<file path="src/include/cal_seq_pkg.sv">
// package for the calibration sequencer: mode codes, input selects, timing counts
// assumes a 125 MHz system clock; modulator cycle enable comes from a divider
package cal_seq_pkg;
    // calibration mode field codes
    localparam logic [2:0] MODE_NORMAL = 3'h0;
    localparam logic [2:0] MODE_SELF = 3'h1;
    localparam logic [2:0] MODE_SYS_ZERO = 3'h2;
    localparam logic [2:0] MODE_SYS_FULL = 3'h3;
    localparam logic [2:0] MODE_SYS_OFFSET = 3'h4;
    localparam logic [2:0] MODE_BACKGROUND = 3'h5;
    // modulator source select codes
    localparam logic [1:0] SRC_INPUT = 2'h0;
    localparam logic [1:0] SRC_SHORTED = 2'h1;
    localparam logic [1:0] SRC_REFERENCE = 2'h2;
    // control register default after power-up reset
    localparam logic [2:0] MODE_RESET = 3'h0;
    localparam logic GAIN_RESET = 1'b0;
    // durations in output periods until valid data
    localparam logic [3:0] PERIODS_SELF = 4'h9;
    localparam logic [3:0] PERIODS_SYS_STEP = 4'h4;
    localparam logic [3:0] PERIODS_BACKGROUND = 4'h6;
    // background calibration slows output by this factor
    localparam logic [2:0] BG_RATE_FACTOR = 3'h6;
    // conversion slots used by the zero and full conversions
    localparam logic [3:0] SLOT_FULL = 4'h3;
    // master clock divider to modulator rate (one modulator cycle)
    localparam int CLK_PERIOD_NS = 8;
    localparam int MOD_PERIOD_NS = 256;
    localparam int MOD_DIV = MOD_PERIOD_NS / CLK_PERIOD_NS;
    localparam logic [7:0] MOD_DIV_M1 = 8'(MOD_DIV - 1);
    // coefficient widths
    localparam int DATA_W = 24;
    localparam logic [23:0] OFFSET_RESET = 24'h000000;
    localparam logic [23:0] GAIN_COEF_RESET = 24'h800000;
    localparam logic [23:0] MIDSCALE = 24'h800000;
endpackage : cal_seq_pkg

</file>
<file path="src/include/cal_coef_if.sv">
// interface carrying coefficient updates from sequencer to coefficient store
// assumes one clock shared by both ends
`timescale 1ns/1ps
`default_nettype none
interface cal_coef_if;
    logic load_offset;
    logic load_gain;
    logic [23:0] zero_sample;
    logic [23:0] full_sample;
    logic [23:0] offset_coef;
    logic [23:0] gain_coef;
    modport seq (output load_offset, output load_gain, output zero_sample,
                 output full_sample, input offset_coef, input gain_coef);
    modport store (input load_offset, input load_gain, input zero_sample,
                   input full_sample, output offset_coef, output gain_coef);
endinterface : cal_coef_if
`default_nettype wire

</file>
<file path="src/rtl/adc_calibration_sequencer.sv">
// calibration sequencer: steers modulator source, counts output periods,
// loads coefficients and drives the active-low data-ready output
// assumes the control word and modulator results arrive on clk_in
// Behaviour
// mode 001 starts self calibration on shorted inputs and reference
// self calibration converts shorted node first, then reference node
// data ready falls only after coefficients load and filter resettles
// self calibration uses the currently selected gain setting
// bipolar range calibrates midscale and positive full scale
// mode 010 takes zero scale from the selected analog input
// mode 011 takes full scale from the selected analog input
// each system calibration step ends with data ready low
// host holds calibration voltage steady through each system step
// repeating zero step alone changes offset, keeps slope
// mode 100 converts input for zero, reference for span
// system offset calibration is one step ending with data ready low
// mode 101 interleaves calibration conversions and updates continually
// background mode cuts output rate by six, bandwidth kept
// background mode stays until mode bits change
// first background result invalid; second after step settles
// nine, four per step, or six output periods until valid data; background data is valid from the second stretched word
// power-up reset puts control bits in known default
// host calibrates after power-up once reference settles
// host uses high level input only in unipolar range
// any calibration command resets the digital filter
// offset subtracted from result before gain multiply
// host ignores data ready one modulator cycle after command
// other mode codes start nothing and keep coefficients
`timescale 1ns/1ps
`default_nettype none
module adc_calibration_sequencer (
    // clock and reset
    input wire logic clk_in,
    input wire logic rst_n_in,
    // control word write (three mode bits, gain, polarity) and output period length
    input wire logic ctrl_write_in,
    input wire logic cal_mode_bit2_in,
    input wire logic cal_mode_bit1_in,
    input wire logic cal_mode_bit0_in,
    input wire logic [2:0] gain_sel_in,
    input wire logic bipolar_in,
    input wire logic [15:0] period_m1_in,
    // modulator result
    input wire logic [23:0] conv_result_in,
    // result read completion (last bit shifted out)
    input wire logic result_read_in,
    // modulator steering and status
    output logic [1:0] mod_source_out,
    output logic [2:0] mod_gain_out,
    output logic filter_reset_out,
    output logic data_ready_n_out,
    output logic [23:0] data_out,
    output logic [2:0] cal_mode_out,
    output logic cal_busy_out,
    output logic result_valid_out,
    output logic [23:0] offset_coef_out,
    output logic [23:0] gain_coef_out
);
    import cal_seq_pkg::*;

    typedef enum logic [2:0] {
        ST_IDLE,
        ST_ZERO,
        ST_FULL,
        ST_LOAD,
        ST_SETTLE,
        ST_RUN
    } cal_state_e;

    cal_state_e state;
    logic [2:0] mode;
    logic [2:0] gain_sel;
    logic bipolar;
    logic [3:0] count;
    logic [3:0] limit;
    logic [2:0] bg_slot;
    logic bg_first;
    logic filt_rst;
    logic mod_tick;
    logic out_tick;
    logic [15:0] period_m1;
    logic [23:0] corrected;
    logic [23:0] zero_sample;
    logic [23:0] full_sample;
    logic load_offset;
    logic load_gain;
    logic [2:0] next_mode;
    logic cal_cmd;
    logic new_word;
    cal_coef_if coef ();

    ////////////////////////////////////////////////////////////////////////
    // command decode; only the five listed codes start a sequence
    assign next_mode = {cal_mode_bit2_in, cal_mode_bit1_in, cal_mode_bit0_in};
    assign cal_cmd = ctrl_write_in && ((next_mode == MODE_SELF)
        || (next_mode == MODE_SYS_ZERO) || (next_mode == MODE_SYS_FULL)
        || (next_mode == MODE_SYS_OFFSET) || (next_mode == MODE_BACKGROUND));

    // control register; reset gives a known default
    always_ff @(posedge clk_in) begin
        if (!rst_n_in) begin
            mode <= MODE_RESET;
            gain_sel <= 3'h0;
            bipolar <= GAIN_RESET;
        end else if (ctrl_write_in) begin
            mode <= next_mode;
            gain_sel <= gain_sel_in;
            bipolar <= bipolar_in;
        end
    end

    // background mode stretches the output period by the rate factor
    always_comb begin
        period_m1 = period_m1_in;
        if (mode == MODE_BACKGROUND) begin
            period_m1 = 16'((32'(period_m1_in) + 32'h1) * 32'(BG_RATE_FACTOR) - 32'h1);
        end
    end

    // filter reset on any calibration command
    always_ff @(posedge clk_in) begin
        if (!rst_n_in) begin
            filt_rst <= 1'b0;
        end else begin
            filt_rst <= cal_cmd;
        end
    end

    mod_rate_div u_div (
        .clk_in(clk_in),
        .rst_n_in(rst_n_in),
        .restart_in(filt_rst),
        .period_m1_in(period_m1),
        .mod_tick_out(mod_tick),
        .out_tick_out(out_tick)
    );

    ////////////////////////////////////////////////////////////////////////
    // sequence state; duration counted in output periods
    always_ff @(posedge clk_in) begin
        if (!rst_n_in) begin
            state <= ST_IDLE;
            count <= 4'h0;
            limit <= 4'h0;
        end else if (cal_cmd) begin
            count <= 4'h0;
            case (next_mode)
                MODE_SELF, MODE_SYS_OFFSET: begin
                    state <= ST_ZERO;
                    limit <= PERIODS_SELF;
                end
                MODE_SYS_ZERO: begin
                    state <= ST_ZERO;
                    limit <= PERIODS_SYS_STEP;
                end
                MODE_SYS_FULL: begin
                    state <= ST_FULL;
                    limit <= PERIODS_SYS_STEP;
                end
                MODE_BACKGROUND: begin
                    state <= ST_RUN;
                    limit <= PERIODS_BACKGROUND;
                end
                default: begin
                    state <= ST_IDLE;
                end
            endcase
        end else if (ctrl_write_in) begin
            state <= ST_IDLE; // leaving background on a mode change
        end else if (out_tick) begin
            count <= count + 4'h1;
            case (state)
                ST_ZERO: begin
                    // two-point modes go on to the full conversion; lone zero step loads
                    if (mode == MODE_SYS_ZERO) begin
                        state <= ST_LOAD;
                    end else if (count + 4'h1 >= SLOT_FULL) begin
                        state <= ST_FULL;
                    end
                end
                ST_FULL: begin
                    if (mode == MODE_SYS_FULL || count + 4'h1 >= SLOT_FULL + SLOT_FULL) begin
                        state <= ST_LOAD;
                    end
                end
                ST_LOAD: begin
                    state <= ST_SETTLE;
                end
                ST_SETTLE: begin
                    if (count + 4'h1 >= limit) begin
                        state <= ST_IDLE;
                    end
                end
                ST_RUN: begin
                    state <= ST_RUN;
                end
                default: begin
                    state <= ST_IDLE;
                end
            endcase
        end
    end

    // source steering: input or internal nodes by mode and phase
    always_ff @(posedge clk_in) begin
        if (!rst_n_in) begin
            mod_source_out <= SRC_INPUT;
        end else if (state == ST_ZERO) begin
            mod_source_out <= (mode == MODE_SELF) ? SRC_SHORTED : SRC_INPUT;
        end else if (state == ST_FULL) begin
            mod_source_out <= (mode == MODE_SYS_FULL) ? SRC_INPUT : SRC_REFERENCE;
        end else if (state == ST_RUN && bg_slot == 3'h4) begin
            mod_source_out <= SRC_SHORTED;
        end else if (state == ST_RUN && bg_slot == 3'h5) begin
            mod_source_out <= SRC_REFERENCE;
        end else begin
            mod_source_out <= SRC_INPUT;
        end
    end

    // calibration runs at the selected gain
    always_ff @(posedge clk_in) begin
        if (!rst_n_in) begin
            mod_gain_out <= 3'h0;
        end else begin
            mod_gain_out <= gain_sel;
        end
    end

    // background slot counter: six slots of one modulator cycle each, slots 4 and 5 calibrate
    always_ff @(posedge clk_in) begin
        if (!rst_n_in || cal_cmd) begin
            bg_slot <= 3'h0;
        end else if (state == ST_RUN && mod_tick) begin
            bg_slot <= (bg_slot == BG_RATE_FACTOR - 3'h1) ? 3'h0 : bg_slot + 3'h1;
        end
    end

    // capture calibration samples; bipolar zero point sits at midscale
    always_ff @(posedge clk_in) begin
        if (!rst_n_in) begin
            zero_sample <= OFFSET_RESET;
            full_sample <= GAIN_COEF_RESET;
        end else if (out_tick && state == ST_ZERO) begin
            zero_sample <= bipolar ? conv_result_in - MIDSCALE : conv_result_in;
        end else if (out_tick && state == ST_FULL) begin
            full_sample <= conv_result_in;
        end else if (mod_tick && state == ST_RUN && bg_slot == 3'h4) begin
            zero_sample <= bipolar ? conv_result_in - MIDSCALE : conv_result_in;
        end else if (mod_tick && state == ST_RUN && bg_slot == 3'h5) begin
            full_sample <= conv_result_in;
        end
    end

    // coefficient load pulses; the zero step alone never touches gain
    always_comb begin
        load_offset = 1'b0;
        load_gain = 1'b0;
        if (out_tick && state == ST_LOAD) begin
            load_offset = (mode != MODE_SYS_FULL);
            load_gain = (mode != MODE_SYS_ZERO);
        end else if (mod_tick && state == ST_RUN && bg_slot == 3'h0 && !bg_first) begin
            load_offset = 1'b1;
            load_gain = 1'b1;
        end
    end

    assign coef.load_offset = load_offset;
    assign coef.load_gain = load_gain;
    assign coef.zero_sample = zero_sample;
    assign coef.full_sample = full_sample;

    cal_coef_store u_store (
        .clk_in(clk_in),
        .rst_n_in(rst_n_in),
        .coef(coef.store),
        .raw_in(conv_result_in),
        .corrected_out(corrected)
    );

    ////////////////////////////////////////////////////////////////////////
    // first background result is marked invalid
    always_ff @(posedge clk_in) begin
        if (!rst_n_in || cal_cmd) begin
            bg_first <= 1'b1;
        end else if (state == ST_RUN && out_tick) begin
            bg_first <= 1'b0;
        end
    end

    // new output word: normal periods, or every background word including the first
    assign new_word = out_tick && (state == ST_IDLE || state == ST_RUN);

    // data ready: raised on command or read, low once a valid word lands; command beats a landing word, a landing word beats a read
    always_ff @(posedge clk_in) begin
        if (!rst_n_in) begin
            data_ready_n_out <= 1'b1;
        end else if (cal_cmd) begin
            data_ready_n_out <= 1'b1;
        end else if (out_tick && state == ST_SETTLE && count + 4'h1 >= limit) begin
            data_ready_n_out <= 1'b0;
        end else if (new_word && !(state == ST_RUN && bg_first)) begin
            data_ready_n_out <= 1'b0;
        end else if (result_read_in) begin
            data_ready_n_out <= 1'b1;
        end
    end

    // output word register
    always_ff @(posedge clk_in) begin
        if (!rst_n_in) begin
            data_out <= 24'h000000;
            result_valid_out <= 1'b0;
        end else if (new_word) begin
            data_out <= corrected;
            result_valid_out <= !(state == ST_RUN && bg_first);
        end
    end

    // status mirrors
    always_ff @(posedge clk_in) begin
        if (!rst_n_in) begin
            cal_mode_out <= MODE_RESET;
            cal_busy_out <= 1'b0;
            filter_reset_out <= 1'b0;
            offset_coef_out <= OFFSET_RESET;
            gain_coef_out <= GAIN_COEF_RESET;
        end else begin
            cal_mode_out <= mode;
            cal_busy_out <= (state != ST_IDLE) && (state != ST_RUN);
            filter_reset_out <= filt_rst;
            offset_coef_out <= coef.offset_coef;
            gain_coef_out <= coef.gain_coef;
        end
    end
endmodule : adc_calibration_sequencer
`default_nettype wire

</file>
<file path="src/rtl/cal_coef_store.sv">
// offset and gain coefficient registers with correction datapath
// assumes load pulses come from the sequencer on the same clock
`timescale 1ns/1ps
`default_nettype none
module cal_coef_store (
    // clock and reset
    input wire logic clk_in,
    input wire logic rst_n_in,
    // coefficient carrier
    cal_coef_if.store coef,
    // correction datapath
    input wire logic [23:0] raw_in,
    output logic [23:0] corrected_out
);
    import cal_seq_pkg::*;
    logic [23:0] offset;
    logic [23:0] gain;
    logic [23:0] diff;
    logic [47:0] prod;

    ////////////////////////////////////////////////////////////////////////
    // offset reload leaves the gain alone, so a lone zero step keeps slope
    always_ff @(posedge clk_in) begin
        if (!rst_n_in) begin
            offset <= OFFSET_RESET;
        end else if (coef.load_offset) begin
            offset <= coef.zero_sample;
        end
    end

    // span from full minus zero; zero span keeps the old value
    always_ff @(posedge clk_in) begin
        if (!rst_n_in) begin
            gain <= GAIN_COEF_RESET;
        end else if (coef.load_gain && (coef.full_sample != coef.zero_sample)) begin
            gain <= coef.full_sample - coef.zero_sample;
        end
    end

    assign coef.offset_coef = offset;
    assign coef.gain_coef = gain;

    // subtract first, multiply after
    assign diff = raw_in - offset;
    assign prod = diff * gain;
    always_ff @(posedge clk_in) begin
        if (!rst_n_in) begin
            corrected_out <= 24'h000000;
        end else begin
            corrected_out <= prod[46:23];
        end
    end
endmodule : cal_coef_store
`default_nettype wire

</file>
<file path="src/rtl/mod_rate_div.sv">
// divider giving a one-cycle enable per modulator cycle and per output period
// assumes a single clock; output period length is a port
`timescale 1ns/1ps
`default_nettype none
module mod_rate_div (
    // clock and reset
    input wire logic clk_in,
    input wire logic rst_n_in,
    // restart both counters (filter reset)
    input wire logic restart_in,
    // modulator cycles per output period, minus one
    input wire logic [15:0] period_m1_in,
    // enables
    output logic mod_tick_out,
    output logic out_tick_out
);
    import cal_seq_pkg::*;
    logic [7:0] div;
    logic [15:0] per;

    ////////////////////////////////////////////////////////////////////////
    // modulator cycle enable
    always_ff @(posedge clk_in) begin
        if (!rst_n_in || restart_in) begin
            div <= 8'h00;
            mod_tick_out <= 1'b0;
        end else begin
            mod_tick_out <= (div == MOD_DIV_M1);
            div <= (div == MOD_DIV_M1) ? 8'h00 : div + 8'h01;
        end
    end

    // output period enable counted in modulator cycles
    always_ff @(posedge clk_in) begin
        if (!rst_n_in || restart_in) begin
            per <= 16'h0000;
            out_tick_out <= 1'b0;
        end else if (mod_tick_out) begin
            out_tick_out <= (per >= period_m1_in);
            per <= (per >= period_m1_in) ? 16'h0000 : per + 16'h0001;
        end else begin
            out_tick_out <= 1'b0;
        end
    end
endmodule : mod_rate_div
`default_nettype wire

</file>
<file path="config.mk">
export PLATFORM = sky130hd
export DESIGN_NAME = adc_calibration_sequencer
export DESIGN_NICKNAME = d
export VERILOG_FILES = /design/src/include/cal_seq_pkg.sv /design/src/include/cal_coef_if.sv /design/src/rtl/adc_calibration_sequencer.sv /design/src/rtl/cal_coef_store.sv /design/src/rtl/mod_rate_div.sv
export SDC_FILE = /design/constraint.sdc
export NUM_CORES = 2
export LEC_CHECK = 0
export BUFFER_PORTS_ARGS = -buffer_cell sky130_fd_sc_hd__buf_2
export CAP_MARGIN = 20
export CORE_ASPECT_RATIO = 1.5
export CORE_MARGIN = 10
export CORE_UTILIZATION = 34
export CTS_CLUSTER_DIAMETER = 30
export DETAILED_ROUTE_END_ITERATION = 8
export PLACE_DENSITY_LB_ADDON = 0.12
export SETUP_SLACK_MARGIN = 0.3
export SLEW_MARGIN = 10
export SYNTH_ARGS = -nofsm -noshare
export SYNTH_HDL_FRONTEND = slang
export SYNTH_SLANG_ARGS = --single-unit
export TNS_END_PERCENT = 30
</file>
<file path="constraint.sdc">
create_clock -name clk_in -period 15.4 [get_ports clk_in]
set_clock_uncertainty 0.1 [all_clocks]
set_input_delay 1.54 -clock clk_in [delete_from_list [all_inputs] [get_ports clk_in]]
set_output_delay 1.54 -clock clk_in [all_outputs]
set_load 0.01 [all_outputs]
</file>
==> qor.txt <==
Avg Vias per Cell - 4.89
kind of start point of the critical path - input pin
First-pass DRT Iterations - 4
actual transition at the worst max-transition pin - 1.07 ns
Rows - 135
period utilization - 66.4%
Clk pin slew, worst setup/hold paths - 0.05 ns
Top-Level Pins - 135
number of buffers created by CTS - 51
Most Frequent Cell on Critical Path - sky130_fd_sc_hd__fa_1
Final Net Count - 4,435
source-to-sink clock delay at the later pin of the worst-skew pair - 0.61 ns
maximum clock frequency - 97.8 MHz
Slowest-stage cell, CP - sky130_fd_sc_hd__xnor2_4
RSZ-0062 raised after global routing - false
initial antenna violation count - 1
via count of the first global-routing pass - 26,300
share of cells above drive strength 1 - 8.75%
number of pins exceeding their max-slew limit in the final report - 0
Overflow after GRT - 0
Post-Place Setup Slack - 4.39 ns
final worst slack - 5.18 ns
DR iter-0 viols - 749
clock sink total - 252
HP Class - reg -> reg
Data arrival, critical path - 10.64 ns
warning count from the yosys run - 0
die extent in x - 267 µm
wire per inst - 19.9 µm
Synth Net Count - 4,357
multi-input combinational cell area - 0.0233 mm²
count of hold buffers inserted by post-cts repair - 0
die boundary height - 390 µm
effective utilization at floorplan - 34.4%
routability congestion estimate from global placement - 0.824
Cell Pwr Density - 61.1 mW/mm²
number of instances in the synthesized netlist - 3,573
clock tree buffer depth - 3
Slew HR - 28.5%
number of input and output port buffers inserted - 134
final count of negative-setup-slack endpoints - 0
Seq. cell area - 0.00504 mm²
Final Instance Area - 0.0351 mm²
critical path type - in -> reg
status - complete, no violations
max-cap violations - 0
Seq cells post-synth - 252
count of nets left with antenna violations after detail routing - 0
post-synthesis cell area - 0.0311 mm²
Final Hold Violating Endpoints - 0
routed wire length - 96,800 µm
final critical-path required period - 10.22 ns
Resized cells post-CTS - 0
Post-Synthesis Mean Instance Area - 8.71 µm²
CP max FO - 24
top_reg_cell synth - sky130_fd_sc_hd__dfxtp_1
commonest non-fill, non-tap cell in the layout - sky130_fd_sc_hd__inv_1
area of the core - 0.0905 mm²
largest incremental delay on the critical path - 0.71 ns
synth-to-layout area growth - 12.8%
number of synthesized flops with an enable pin - 0
leading cell types in the layout, fill and taps excluded - sky130_fd_sc_hd__inv_1 (643), sky130_fd_sc_hd__fa_1 (483), sky130_fd_sc_hd__nand2_1 (398)
number of filler cells placed in the layout - 9,415
largest net degree at the start of global routing - 68
maximum vdd ir drop - 78.1 µV
leakage power summed over all cells - 16.5 nW
async set or reset register ratio after synthesis - 0%
cell chosen for the clock root - sky130_fd_sc_hd__clkbuf_16
portion of the post-synthesis area used by sequential elements - 16.2%
CP endpoint kind - flip-flop
CTS H-tree depth - 2
Residual DRC - 0
required time reported for the critical path endpoint - 15.82 ns
placement-stage cell area - 0.0333 mm²
Die Area - 0.104 mm²
post-DP HPWL - 74,600 µm
TritonCTS clock tree - yes
via count - 23,800
Total Neg Setup Slack - 0 ns
post-CTS setup buffers - 0
unique cell type count in the Yosys netlist - 80
wire length of the first global-routing pass - 153,000 µm
All-Layer GR Usage - 19.1%
[cells by family after synthesis]
kind of cell	synth area share [%]
compound gates	8.04
xor+xnor	3.44
fa+ha+maj	41.1
buf+inv	9.78
flops	16.2
mux	1.74
simple gates	19.7
[final cells by class]
cell class                      count  share of cell area [%]
Antenna cell                        3                  0.0214
Clock buffer                       62                    3.90
Clock inverter                     32                    1.16
Inverter                          644                    6.90
Multi-Input combinational cell   2519                    66.5
Sequential cell                   252                    14.4
Tap cell                         1164                    4.15
Timing Repair Buffer              183                    2.98
[power breakdown]
group | switching, mW | total, mW | internal [mW]
Clock | 0.399 | 1.15 | 0.753
Sequential | 0.00505 | 0.668 | 0.663
Combinational | 0.217 | 0.324 | 0.107
Total | 0.621 | 2.14 | 1.52
[cell usage after synthesis, types with 4 or more instances]
master                     count  area, µm²
sky130_fd_sc_hd__o21ai_1       6       30.0
sky130_fd_sc_hd__o21bai_1      9       67.6
sky130_fd_sc_hd__inv_1       644       2420
sky130_fd_sc_hd__nand3_1      47        235
sky130_fd_sc_hd__clkbuf_1    141        529
sky130_fd_sc_hd__xor2_1       45        394
sky130_fd_sc_hd__and2_1      318       1990
sky130_fd_sc_hd__a21o_1       48        360
sky130_fd_sc_hd__nand4_1      21        131
sky130_fd_sc_hd__a211oi_1     11       82.6
sky130_fd_sc_hd__and4_1        8       70.1
sky130_fd_sc_hd__o21a_1       18        135
sky130_fd_sc_hd__o221ai_1      4       35.0
sky130_fd_sc_hd__ha_1        250       3130
sky130_fd_sc_hd__nor3_1       27        135
sky130_fd_sc_hd__nor3b_1      22        165
sky130_fd_sc_hd__a21oi_1     161        806
sky130_fd_sc_hd__nand4b_1      4       35.0
sky130_fd_sc_hd__nand3b_1      9       67.6
sky130_fd_sc_hd__dfxtp_1     252       5040
sky130_fd_sc_hd__a31o_2        5       43.8
sky130_fd_sc_hd__nand2_1     398       1490
sky130_fd_sc_hd__xnor2_1      77        674
sky130_fd_sc_hd__o211ai_1     10       75.1
sky130_fd_sc_hd__and3_1       21        131
sky130_fd_sc_hd__a31oi_1      13       81.3
sky130_fd_sc_hd__a221o_1       4       40.0
sky130_fd_sc_hd__a211o_1       6       52.6
sky130_fd_sc_hd__o21ai_0      37        185
sky130_fd_sc_hd__nand2b_1     39        244
sky130_fd_sc_hd__or2_2         5       31.3
sky130_fd_sc_hd__or3_1        12       75.1
sky130_fd_sc_hd__fa_1        483       9670
sky130_fd_sc_hd__buf_2        13       65.1
sky130_fd_sc_hd__nor2b_1      42        263
sky130_fd_sc_hd__nor2_1      235        882
sky130_fd_sc_hd__mux2i_1      54        541
sky130_fd_sc_hd__o31ai_1       7       52.6
sky130_fd_sc_hd__nor4_1        4       25.0
[path summary, 6_finish.rpt]
path	end	depth (start not counted)	start	slack [ns]
max	u_store.corrected_out[20]	32	conv_result_in[0]	5.18
min	data_out[20]	2	u_store.corrected_out[20]	0.33
max reg2reg	u_store.corrected_out[20]	32	u_store.coef.offset_coef[1]	5.86
min reg2reg	data_out[20]	2	u_store.corrected_out[20]	0.33
[routing by layer]
metal / up-vias / global-route usage (%) / share of wire [%]
li1: 11200 / - / -
met1: 12000 / 20.5 / 38
met2: 355 / 37.6 / 56
met3: 149 / 1.80 / 2.6
met4: 0 / 7.10 / 3.8
met5: - / 0 / 0
[sequential cells by signal (all words and copies together), names as in the netlist, 4 cells and up]
register / cells
coef.full_sample: 24
offset_coef_out: 24
data_out: 24
gain_coef_out: 24
u_store.coef.offset_coef: 24
u_div.div: 8
u_store.corrected_out: 24
u_store.coef.gain_coef: 24
coef.zero_sample: 24
count: 4
u_div.per: 16
[worst max-delay path, delay by kind of cell]
| family | cells | cell delay, ns |
|---|---|---|
| xor+xnor | 1 | 0.71 |
| mux | 1 | 0.19 |
| compound gates | 11 | 2.66 |
| buf+inv | 5 | 0.28 |
| simple gates | 4 | 0.64 |
| fa+ha+maj | 10 | 4.58 |
[per-stage QoR]
step	total power [mW]	hold slack, ns	util, %	std cells
2_1_floorplan	0.882	0.317	-	3573
3_3_place_gp	1.01	0.326	36.8	4760
3_5_place_dp	1.01	0.328	36.8	4762
4_1_cts	2.18	0.333	38.7	4856
5_1_grt	2.23	0.345	38.7	4856
6_report	2.14	0.328	38.7	4859
Note: power is estimated with default switching activity, not from simulation.
